$ cat config.mk
export PLATFORM = sky130hd
export DESIGN_NAME = swlb_top
export DESIGN_NICKNAME = d
export VERILOG_FILES = /design/src/core/swlb_pkg.sv /design/src/core/swlb_bank_if.sv /design/src/core/swlb_latch_bank.sv /design/src/core/swlb_top.sv
export VERILOG_INCLUDE_DIRS = /design/src /design/src/core
export SDC_FILE = /design/constraint.sdc
export NUM_CORES = 1
export LEC_CHECK = 0
export BUFFER_PORTS_ARGS = -buffer_cell sky130_fd_sc_hd__buf_2
export CORE_AREA = 8 8 620 622
export DETAILED_ROUTE_END_ITERATION = 10
export DIE_AREA = 0 0 628 630
export RECOVER_POWER = 100
export SETUP_SLACK_MARGIN = 0.02
export SLEW_MARGIN = 10
export SYNTH_ARGS = -nofsm -noshare
export SYNTH_HDL_FRONTEND = slang
export SYNTH_SLANG_ARGS = --single-unit
$ cat constraint.sdc
create_clock -name core_clk_i -period 1.5 [get_ports core_clk_i]
set_input_delay 0.225 -clock core_clk_i [delete_from_list [all_inputs] [get_ports core_clk_i]]
set_output_delay 0.225 -clock core_clk_i [all_outputs]
set_load 0.02 [all_outputs]
$ cat src/core/swlb_params.svh
`ifndef SWLB_PARAMS_SVH
`define SWLB_PARAMS_SVH

// serial word layout
`define SWLB_WORD_BITS 11
`define SWLB_ADDR_MSB 10
`define SWLB_ADDR_LSB 8
`define SWLB_CODE_MSB 7
`define SWLB_CODE_LSB 0

// channel and code figures
`define SWLB_CHAN_MAX 6
`define SWLB_CHAN_FOUR 3'h4
`define SWLB_CHAN_SIX 3'h6
`define SWLB_CODE_BITS 8
`define SWLB_TAPS 256
`define SWLB_MIDSCALE 8'h80

// reset values of idle pins and of the chain latch
`define SWLB_PIN_IDLE 1'b1
`define SWLB_CHAIN_CLR 1'b0

`endif

$ cat src/core/swlb_pkg.sv
`include "swlb_params.svh"
`default_nettype none
package swlb_pkg;

    typedef enum logic {
        SWLB_VAR_FOUR = 1'b0,
        SWLB_VAR_SIX = 1'b1
    } swlb_variant_e;

    typedef logic [`SWLB_CODE_BITS-1:0] swlb_code_t;
    typedef logic [2:0] swlb_addr_t;

    // true when the address names a channel fitted on this variant
    function automatic logic swlb_chan_present(input swlb_addr_t addr,
                                               input swlb_variant_e var_sel);
        logic ok;
        ok = 1'b0;
        if (var_sel == SWLB_VAR_SIX) begin
            ok = (addr < `SWLB_CHAN_SIX);
        end else begin
            ok = (addr < `SWLB_CHAN_FOUR);
        end
        return ok;
    endfunction

    // one-of-256 tap selection from a latch code
    function automatic logic [`SWLB_TAPS-1:0] swlb_tap_decode(
            input swlb_code_t code);
        logic [`SWLB_TAPS-1:0] sel;
        sel = '0;
        sel[code] = 1'b1;
        return sel;
    endfunction

    typedef struct packed {
        logic [1:0] cs_n;
        logic [1:0] sclk;
        logic [1:0] sin;
        logic [1:0] preset_n;
        logic [1:0] pdown_n;
        logic sclk_prev;
        logic cs_n_prev;
        logic [`SWLB_WORD_BITS-1:0] shift;
        logic chain;
        logic chain_oe;
        logic load;
        swlb_addr_t load_sel;
        swlb_code_t load_code;
    } swlb_front_s;

    typedef struct packed {
        logic [`SWLB_CHAN_MAX-1:0][`SWLB_CODE_BITS-1:0] pos;
    } swlb_bank_s;

endpackage
`default_nettype wire

$ cat src/core/swlb_bank_if.sv
`include "swlb_params.svh"
`default_nettype none
interface swlb_bank_if;
    import swlb_pkg::*;

    logic load;
    swlb_addr_t sel;
    swlb_code_t code;
    logic preset;
    logic [`SWLB_CHAN_MAX-1:0][`SWLB_CODE_BITS-1:0] pos;

    modport ctrl (
        output load,
        output sel,
        output code,
        output preset,
        input pos
    );

    modport bank (
        input load,
        input sel,
        input code,
        input preset,
        output pos
    );

endinterface
`default_nettype wire

$ cat src/core/swlb_latch_bank.sv
`include "swlb_params.svh"
`default_nettype none
module swlb_latch_bank
    import swlb_pkg::*;
(
    // clock and reset
    input wire logic core_clk_i,
    input wire logic nrst_i,
    input wire logic clk_en_i,
    // latch access
    swlb_bank_if.bank bank
);

    swlb_bank_s st_q;
    swlb_bank_s st_d;

    always_comb begin
        st_d = st_q;
        if (bank.preset) begin
            for (int i = 0; i < `SWLB_CHAN_MAX; i++) begin
                st_d.pos[i] = `SWLB_MIDSCALE;
            end
        end else if (bank.load && (bank.sel < `SWLB_CHAN_SIX)) begin
            st_d.pos[bank.sel] = bank.code;
        end
    end

    always_ff @(posedge core_clk_i or negedge nrst_i) begin
        if (!nrst_i) begin
            for (int i = 0; i < `SWLB_CHAN_MAX; i++) begin
                st_q.pos[i] <= `SWLB_MIDSCALE;
            end
        end else if (clk_en_i) begin
            st_q <= st_d;
        end
    end

    assign bank.pos = st_q.pos;

endmodule
`default_nettype wire

$ cat src/core/swlb_top.sv
`include "swlb_params.svh"
`default_nettype none
module swlb_top
    import swlb_pkg::*;
(
    // clock, reset, enable
    input wire logic core_clk_i,
    input wire logic nrst_i,
    input wire logic clk_en_i,
    // variant select, same clock domain
    input wire logic variant_six_i,
    // serial write pins
    input wire logic cs_n_i,
    input wire logic sclk_i,
    input wire logic serial_in_i,
    // control pins
    input wire logic preset_midscale_n_i,
    input wire logic power_down_n_i,
    // chain output, open drain
    output logic chain_out_o,
    output logic chain_out_oe_o,
    // latch contents, channel n at bits 8n+7..8n
    output logic [`SWLB_CHAN_MAX*`SWLB_CODE_BITS-1:0] position_o,
    // tap selection, channel n at bits 256n+255..256n
    output logic [`SWLB_CHAN_MAX*`SWLB_TAPS-1:0] wiper_tap_sel_o,
    // terminal switches per channel
    output logic [`SWLB_CHAN_MAX-1:0] terminal_high_en_o,
    output logic [`SWLB_CHAN_MAX-1:0] wiper_to_low_o
);

    swlb_front_s st_q;
    swlb_front_s st_d;
    swlb_variant_e var_sel;
    logic cs_n_s;
    logic sclk_s;
    logic sin_s;
    logic sclk_rise;
    logic cs_rise;
    logic preset_act;
    logic pdown_act;
    logic chain_en;

    swlb_bank_if bank_if ();

    // variant and synchronised pin levels
    always_comb begin
        var_sel = variant_six_i ? SWLB_VAR_SIX : SWLB_VAR_FOUR;
        cs_n_s = st_q.cs_n[1];
        sclk_s = st_q.sclk[1];
        sin_s = st_q.sin[1];
    end

    // edge detection on second sync stage only
    always_comb begin
        sclk_rise = sclk_s & ~st_q.sclk_prev;
        cs_rise = cs_n_s & ~st_q.cs_n_prev;
    end

    // preset and shutdown exist on the four-channel variant
    always_comb begin
        preset_act = ~st_q.preset_n[1] & (var_sel == SWLB_VAR_FOUR);
        pdown_act = ~st_q.pdown_n[1] & (var_sel == SWLB_VAR_FOUR);
    end

    // chain output driven only while selected and not shut down
    always_comb begin
        chain_en = ~cs_n_s & ~pdown_act;
    end

    always_comb begin
        st_d = st_q;

        // two-stage pin synchronisers
        st_d.cs_n = {st_q.cs_n[0], cs_n_i};
        st_d.sclk = {st_q.sclk[0], sclk_i};
        st_d.sin = {st_q.sin[0], serial_in_i};
        st_d.preset_n = {st_q.preset_n[0], preset_midscale_n_i};
        st_d.pdown_n = {st_q.pdown_n[0], power_down_n_i};

        // edge history
        st_d.sclk_prev = sclk_s;
        st_d.cs_n_prev = cs_n_s;

        // serial shift, first bit ends at the top
        if (sclk_rise && !cs_n_s) begin
            st_d.chain = st_q.shift[`SWLB_WORD_BITS-1];
            st_d.shift = {st_q.shift[`SWLB_WORD_BITS-2:0], sin_s};
        end

        // load strobe on chip select rising
        st_d.load = 1'b0;
        if (cs_rise && !preset_act) begin
            st_d.load_sel = st_q.shift[`SWLB_ADDR_MSB:`SWLB_ADDR_LSB];
            st_d.load_code = st_q.shift[`SWLB_CODE_MSB:`SWLB_CODE_LSB];
            st_d.load = swlb_chan_present(
                st_q.shift[`SWLB_ADDR_MSB:`SWLB_ADDR_LSB],
                var_sel);
        end

        // preset clears the chain latch and blocks loads
        if (preset_act) begin
            st_d.chain = `SWLB_CHAIN_CLR;
            st_d.load = 1'b0;
        end

        // open drain: enable pulls the pin low for a zero
        st_d.chain_oe = chain_en & ~st_d.chain;
    end

    always_ff @(posedge core_clk_i or negedge nrst_i) begin
        if (!nrst_i) begin
            st_q.cs_n <= {2{`SWLB_PIN_IDLE}};
            st_q.sclk <= 2'h0;
            st_q.sin <= 2'h0;
            st_q.preset_n <= {2{`SWLB_PIN_IDLE}};
            st_q.pdown_n <= {2{`SWLB_PIN_IDLE}};
            st_q.sclk_prev <= 1'b0;
            st_q.cs_n_prev <= `SWLB_PIN_IDLE;
            st_q.shift <= '0;
            st_q.chain <= `SWLB_CHAIN_CLR;
            st_q.chain_oe <= 1'b0;
            st_q.load <= 1'b0;
            st_q.load_sel <= 3'h0;
            st_q.load_code <= 8'h00;
        end else if (clk_en_i) begin
            st_q <= st_d;
        end
    end

    // latch bank requests
    assign bank_if.load = st_q.load;
    assign bank_if.sel = st_q.load_sel;
    assign bank_if.code = st_q.load_code;
    assign bank_if.preset = preset_act;

    swlb_latch_bank u_bank (
        .core_clk_i(core_clk_i),
        .nrst_i(nrst_i),
        .clk_en_i(clk_en_i),
        .bank(bank_if.bank)
    );

    // chain pin
    assign chain_out_o = 1'b0;
    assign chain_out_oe_o = st_q.chain_oe;

    // latch contents and tap network per channel
    always_comb begin
        position_o = '0;
        wiper_tap_sel_o = '0;
        terminal_high_en_o = '0;
        wiper_to_low_o = '0;
        for (int i = 0; i < `SWLB_CHAN_MAX; i++) begin
            position_o[i*`SWLB_CODE_BITS +: `SWLB_CODE_BITS] =
                bank_if.pos[i];
            // tap k is k steps above B, top tap sits below A
            wiper_tap_sel_o[i*`SWLB_TAPS +: `SWLB_TAPS] =
                swlb_tap_decode(bank_if.pos[i]);
            if (swlb_chan_present(3'(i), var_sel)) begin
                terminal_high_en_o[i] = ~pdown_act;
                wiper_to_low_o[i] = pdown_act;
            end
        end
    end

endmodule
`default_nettype wire

==> results of run 1 <==
==> repair_timing <==
item / CTS / global route
pin swaps: 32 / 56
gates resized for setup: 399 / 503
hold buffers: 1 / 0
endpoints found under the setup margin: 1616 / 1626
hold endpoints to repair: 8 / 0
setup buffers: 34 / 12
cloned: 10 / 9
==> power groups by stage <==
stage	registers, mW	logic (mW)	clock network, mW
2_1_floorplan	2.92	1.14	0
3_3_place_gp	2.86	3.76	0
3_5_place_dp	2.86	3.78	0
4_1_cts	2.81	3.79	2.88
5_1_grt	2.85	3.79	2.88
6_report	2.81	3.62	2.65
==> worst reg2reg max path, delay by kind of cell, from the launching register on <==
kind / cells / cell delay [ns]
flops: 1 / 0.64
compound gates: 1 / 0.20
simple gates: 2 / 0.43
buf+inv: 2 / 0.38
==> layer usage <==
| layer | up-vias | global-route usage (%) | wire (µm) |
|---|---|---|---|
| met3 | 282 | 1.84 | 14200 |
| li1 | 10800 | - | - |
| met5 | - | 0 | 119 |
| met1 | 12200 | 10.1 | 71500 |
| met4 | 8 | 3.51 | 7330 |
| met2 | 1778 | 15.9 | 97100 |
==> metrics by stage <==
| step | area, µm² | worst slack [ns] |
|---|---|---|
| 2_1_floorplan | 15400 | -0.224 |
| 3_3_place_gp | 34700 | -0.349 |
| 3_5_place_dp | 34700 | -0.332 |
| 4_1_cts | 36900 | -0.702 |
| 5_1_grt | 38800 | -0.743 |
| 6_report | 38800 | -0.724 |
==> cell usage after synthesis <==
| library cell | instances | area, µm² |
|---|---|---|
| nand2_1 | 111 | 417 |
| a21oi_2 | 4 | 35.0 |
| nor2_1 | 1562 | 5860 |
| a21oi_1 | 2 | 10.0 |
| mux2_2 | 33 | 372 |
| o2111ai_1 | 1 | 8.76 |
| nand4_1 | 12 | 75.1 |
| a22oi_1 | 6 | 45.0 |
| nand4bb_1 | 1 | 11.3 |
| buf_2 | 146 | 731 |
| and4b_1 | 2 | 20.0 |
| dfstp_2 | 13 | 342 |
| nor2_8 | 1 | 20.0 |
| conb_1 | 1 | 3.75 |
| a22o_1 | 44 | 385 |
| buf_4 | 13 | 97.6 |
| dfrtp_1 | 72 | 1800 |
| nor4_4 | 2 | 42.5 |
| and3b_1 | 2 | 17.5 |
| nand4b_1 | 2 | 17.5 |
| buf_6 | 2 | 22.5 |
| nor3b_4 | 1 | 18.8 |
| inv_1 | 13 | 48.8 |
| nor2b_1 | 2 | 12.5 |
| nor3_2 | 3 | 30.0 |
| o21ai_0 | 3 | 15.0 |
| nor3b_1 | 1 | 7.51 |
| clkbuf_1 | 49 | 184 |
| nor3_4 | 2 | 32.5 |
| nand2b_1 | 1 | 6.26 |
| nand3_1 | 74 | 370 |
| and2b_1 | 48 | 360 |
| or2_2 | 1 | 6.26 |
| nand3b_2 | 1 | 11.3 |
==> cell type report <==
| type | count | share of cell area (%) |
|---|---|---|
| Antenna cell | 8 | 0.0516 |
| Clock inverter | 5 | 0.158 |
| Clock buffer | 11 | 0.600 |
| Multi-Input combinational cell | 1925 | 33.0 |
| Inverter | 13 | 0.126 |
| Sequential cell | 85 | 5.64 |
| Timing Repair Buffer | 2148 | 44.3 |
| Tap cell | 4994 | 16.1 |
==> state kept, by name (all words and copies together), names as in the netlist <==
name,flops
bank_if.code,8
bank_if.load,1
bank_if.sel,3
chain_out_oe_o,1
cs_n_s,1
sclk_s,1
sin_s,1
st_d,5
st_q,16
u_bank.bank.pos,48
==> worst paths after layout <==
kind	from	endpoint	cells after the start
max	u_bank.bank.pos[18]$_DFFE_PN0P_	wiper_tap_sel_o[600]	5
min	serial_in_i	st_d[32]$_DFFE_PN0P_	2
max reg2reg	st_q[30]$_DFFE_PN1P_	u_bank.bank.pos[22]$_DFFE_PN0P_	5
min reg2reg	st_q[25]$_DFFE_PN1P_	st_q[25]$_DFFE_PN1P_	2
max in group asynchronous	nrst_i	u_bank.bank.pos[7]$_DFFE_PN1P_	3
min in group asynchronous	nrst_i	u_bank.bank.pos[14]$_DFFE_PN0P_	2
==> placed cells by master (no fill, tap or decap), drive strengths merged, types with 8 or more instances in the layout <==
cell    netlist  layout
nor2       1563    1563
buf         161    2121
inv          13      14
diode         0       8
nand2       111     111
and2b        48      48
a22o         44      44
dfrtp        72      72
clkbuf       49      36
nand3        74      74
mux2         33      33
nand4        12      12
dfstp        13      13
==> cells by family (layout without fill, tap and decap cells) <==
family                 count (synthesis)  count (layout)
AO/OA/AOI/OAI                         60              60
AND/OR/NAND/NOR                     1829            1829
flip-flops                            85              85
buffers and inverters                223            2177
multiplexers                          33              33
other                                  1              11
==> results.cfg, run 1 <==
[pwr]
power.share.sequential_pct = 31.0
p_clk_share_pct = 29.2
switching_power_mw = 3.97
p_per_area_mw_per_mm2 = 234
power.leakage_nw = 16.6
comb_power_share_pct = 39.9
peakVddDrop_uv = 580
p_int_mw = 5.10
swShare_pct = 43.8
power.total_mw = 9.08

[routing]
first_pass_iters = 6
drc = 0
avgViaCountPerCell = 2.73
drt_iter0_drc = 2616
drtAntennaViolNets = 0
avgRoutedWirePerCell_um = 20.7
vias = 25000
wl_um = 190000

[global_route]
antenna_found_initial = 11
gr-total-overflow = 0
grt_first_pass_wirelength_um = 236000
grt_start_max_net_pins = 36
grt.total_usage_pct = 8.82
grt_pass1_vias = 24600

[flow_run]
cap_violations = 0

[logic_synthesis]
synth.distinct_cells = 34
ys_seq_area_share_pct = 18.7
ys_warn_count = 0
synth_compound_area_share_pct = 4.36
synth-adder-area-share_pct = 0
synth_area_mm2 = 0.0114
syn_avg_cell_area_um2 = 5.13
syn_inst = 2231
synthXorXnorAreaFrac_pct = 0
synth_top_family_by_area = simple AND/OR/NAND/NOR gates
synthMuxAreaShare_pct = 3.25
synth-simple-area-share_pct = 64.2
ys_ff_latch = 85

[sta]
hold_slack_ns = 0.0637
maxSlewViolCount = 0
slew_headroom_pct = 49.6
tightest_slew_ns = 0.756
fin_tns_setup_ns = -858.68
rsz0062_at_grt = yes
period_minus_slack_ns = 2.22
final-setup-viol-count = 1612
hold_violations = 0
fin_ws_ns = -0.724
fin_crit_sh_pct = 148
skew_ns = 0.0258
fmax_ghz = 0.450

[clock_network]
clk_pin_slew_ns = 0.08
cts.path.max_buffers = 2
clk_latency_ns = 0.41
htree_num_levels = 3
cts_made_buffers = 9
cts.sinks = 85
cts_tree = done
clock-root-buffer = clkbuf_16

[layout]
multi_input_area_mm2 = 0.0128
syn_to_final_growth_pct = 239
regArea_mm2 = 0.00219
utilization_pct = 10.4
drive_above_1_share_pct = 71.6
fill_cells = 43200
instances_no_fill = 9189
nets = 4191

[setup_path]
cp.arrival_ns = 2.00
slowest_stage = dfrtp_1
cp-start-kind = flip-flop
crit_buf_inv = 2
cp_slowest_stage_delay_ns = 0.47
crit_path_cell_trace = and2b_4, nand2_2, buf_12, nor2_1, buf_2
rrSetupSlack_ns = -0.22
crit_family = simple AND/OR/NAND/NOR gates
crit_path_end_kind = output port
worstPathRequired_ns = 1.27
worstSetupPathType = reg2out
critPathMaxFanout = 16

[place]
dp_cells = 9102
io_buffers = 1603
gp_congestion = 0.870
place_hpwl_um = 160000

[min_path]
hold_path_class = in2reg

[floorplanning]
fp.dieH_um = 630
core_area_mm2 = 0.374
num_rows = 225
die_area_mm2 = 0.396
die_w_um = 628
io_pins = 1607
start_util_pct = 3.06

[status]
status = finished, violations left
violations = negative setup slack
No activity file was read; power rests on OpenSTA's default activity.
==> run 2: changes to the inputs <==
Settings changed: CORE_AREA 8 8 620 622 to 2 2 633 635, DIE_AREA 0 0 628 630 to 0 0 635 637, GPL_ROUTABILITY_DRIVEN set to 1.
==> results.cfg, run 2 (synthesized netlist as in run 1, its figures left out) <==
[clock_network]
clk_latency_ns = 0.43
cts_tree = done
cts.sinks = 85
cts.path.max_buffers = 2
cts_made_buffers = 9
clock-root-buffer = clkbuf_16
htree_num_levels = 3
clk_pin_slew_ns = 0.10

[layout]
syn_to_final_growth_pct = 255
final_common_cell = buf_2
instances_no_fill = 9497
regMostFlops = u_bank.bank.pos
drive_above_1_share_pct = 73.7
nets = 4231
layout_common_cells = buf_2, nor2_1, nor2_4
fill_cells = 45900
largest_reg_flops = 48

[sta]
hold_violations = 0
maxSlewViolCount = 0
period_minus_slack_ns = 2.23
fin_crit_sh_pct = 149
fmax_ghz = 0.448
rsz0062_at_grt = yes
fin_tns_setup_ns = -863.47
fin_ws_ns = -0.735
final-setup-viol-count = 1590
tightest_slew_ns = 0.873
slew_headroom_pct = 41.8
skew_ns = 0.0335
hold_slack_ns = 0.0615

[place]
dp_cells = 9388
detailedPlace.worstSlack_ns = -0.441
place_hpwl_um = 149000
gp_congestion = 0.914
io_buffers = 1603

[pwr]
swShare_pct = 45.4
power.total_mw = 9.16
p_int_mw = 5.00
p_per_area_mw_per_mm2 = 226
switching_power_mw = 4.15
power.share.sequential_pct = 30.6
power.leakage_nw = 16.9
comb_power_share_pct = 38.9
peakVddDrop_uv = 501
p_clk_share_pct = 30.5

[setup_path]
reg2reg_depth = 5
rr_startpoint = st_q[30]$_DFFE_PN1P_
r2r-end = u_bank.bank.pos[15]$_DFFE_PN1P_
crit_path_end_kind = output port
worstPathRequired_ns = 1.27
rrSetupSlack_ns = -0.14
worstSetupPathType = reg2out
cp-start-kind = flip-flop
startpoint = u_bank.bank.pos[19]$_DFFE_PN0P_
cp.arrival_ns = 2.01
critPathMaxFanout = 14

[min_path]
worstHoldEndpoint = st_d[30]$_DFFE_PN1P_
hold_path_class = in2reg
hp-start = preset_midscale_n_i
min_delay_path_depth = 2

[global_route]
grt_first_pass_wirelength_um = 221000
gr-total-overflow = 0
grt_start_max_net_pins = 51
antenna_found_initial = 11
grt_pass1_vias = 22500
grt.total_usage_pct = 8.15

[routing]
avgViaCountPerCell = 2.64
vias = 25100
drc = 0
first_pass_iters = 6
avgRoutedWirePerCell_um = 19.1
drtAntennaViolNets = 0
wl_um = 182000
drt_iter0_drc = 2697

[floorplanning]
io_pins = 1607
fp.dieH_um = 637
die_w_um = 635
core_area_mm2 = 0.398
die_area_mm2 = 0.404
start_util_pct = 2.87
num_rows = 232

[status]
status = finished, violations left
violations = negative setup slack

[flow_run]
cap_violations = 0
[run 2: how the worst max path moves through the flow]
| stage | endpoint | slack (ns) |
|---|---|---|
| floorplan | wiper_tap_sel_o[644] | -0.22 |
| global placement | wiper_tap_sel_o[770] | -0.44 |
| detailed placement | wiper_tap_sel_o[770] | -0.44 |
| CTS | wiper_tap_sel_o[891] | -0.69 |
| global route | wiper_tap_sel_o[1073] | -0.73 |
| finish | wiper_tap_sel_o[564] | -0.73 |
[run 2: timing repair]
item | 4_1_cts | 5_1_grt
endpoints found under the hold margin | 76 | 0
buffers inserted | 37 | 27
pin swaps | 81 | 70
resized for setup | 614 | 614
cloned | 14 | 10
hold buffers | 3 | 0
setup endpoints to repair | 1610 | 1632
[run 2: metrics by stage]
step           util, %  area [µm²]
2_1_floorplan        -       15400
6_report          10.2       40600
3_5_place_dp      8.83       35100
4_1_cts           9.60       38200
5_1_grt           10.2       40600
3_3_place_gp      8.83       35100
[run 2: cell type report]
class | instances | area (µm²) | area share (%)
clock buffer | 9 | 225 | 0.555
timing repair buffer | 2188 | 18100 | 44.6
antenna | 5 | 12.5 | 0.0308
sequential | 85 | 2190 | 5.40
tap | 5265 | 6590 | 16.2
clock inverter | 7 | 75.1 | 0.185
inverter | 13 | 48.8 | 0.120
multi-input combinational | 1925 | 13300 | 32.9
[run 2: critical path, cell delays in order, from the launching register on]
cell and delay, ns:
dfrtp_2 0.44, and2b_2 0.30, nand2_2 0.09, buf_12 0.16, nor2_1 0.25, buf_2 0.21
[run 2: per-layer routing]
metal	GRT usage, %	share of wire (%)
met5	0	0
met4	3.08	3.8
met3	1.55	7.8
met2	14.4	50
met1	9.74	38
[run 2: power by group through the flow]
| stage | sequential, mW | combinational, mW | clock [mW] |
|---|---|---|---|
| after floorplan | 2.92 | 1.14 | 0 |
| after global placement | 2.85 | 3.74 | 0 |
| after detailed placement | 2.86 | 3.79 | 0 |
| after CTS | 2.81 | 3.79 | 3.08 |
| after global routing | 2.85 | 3.79 | 3.04 |
| final | 2.80 | 3.56 | 2.79 |
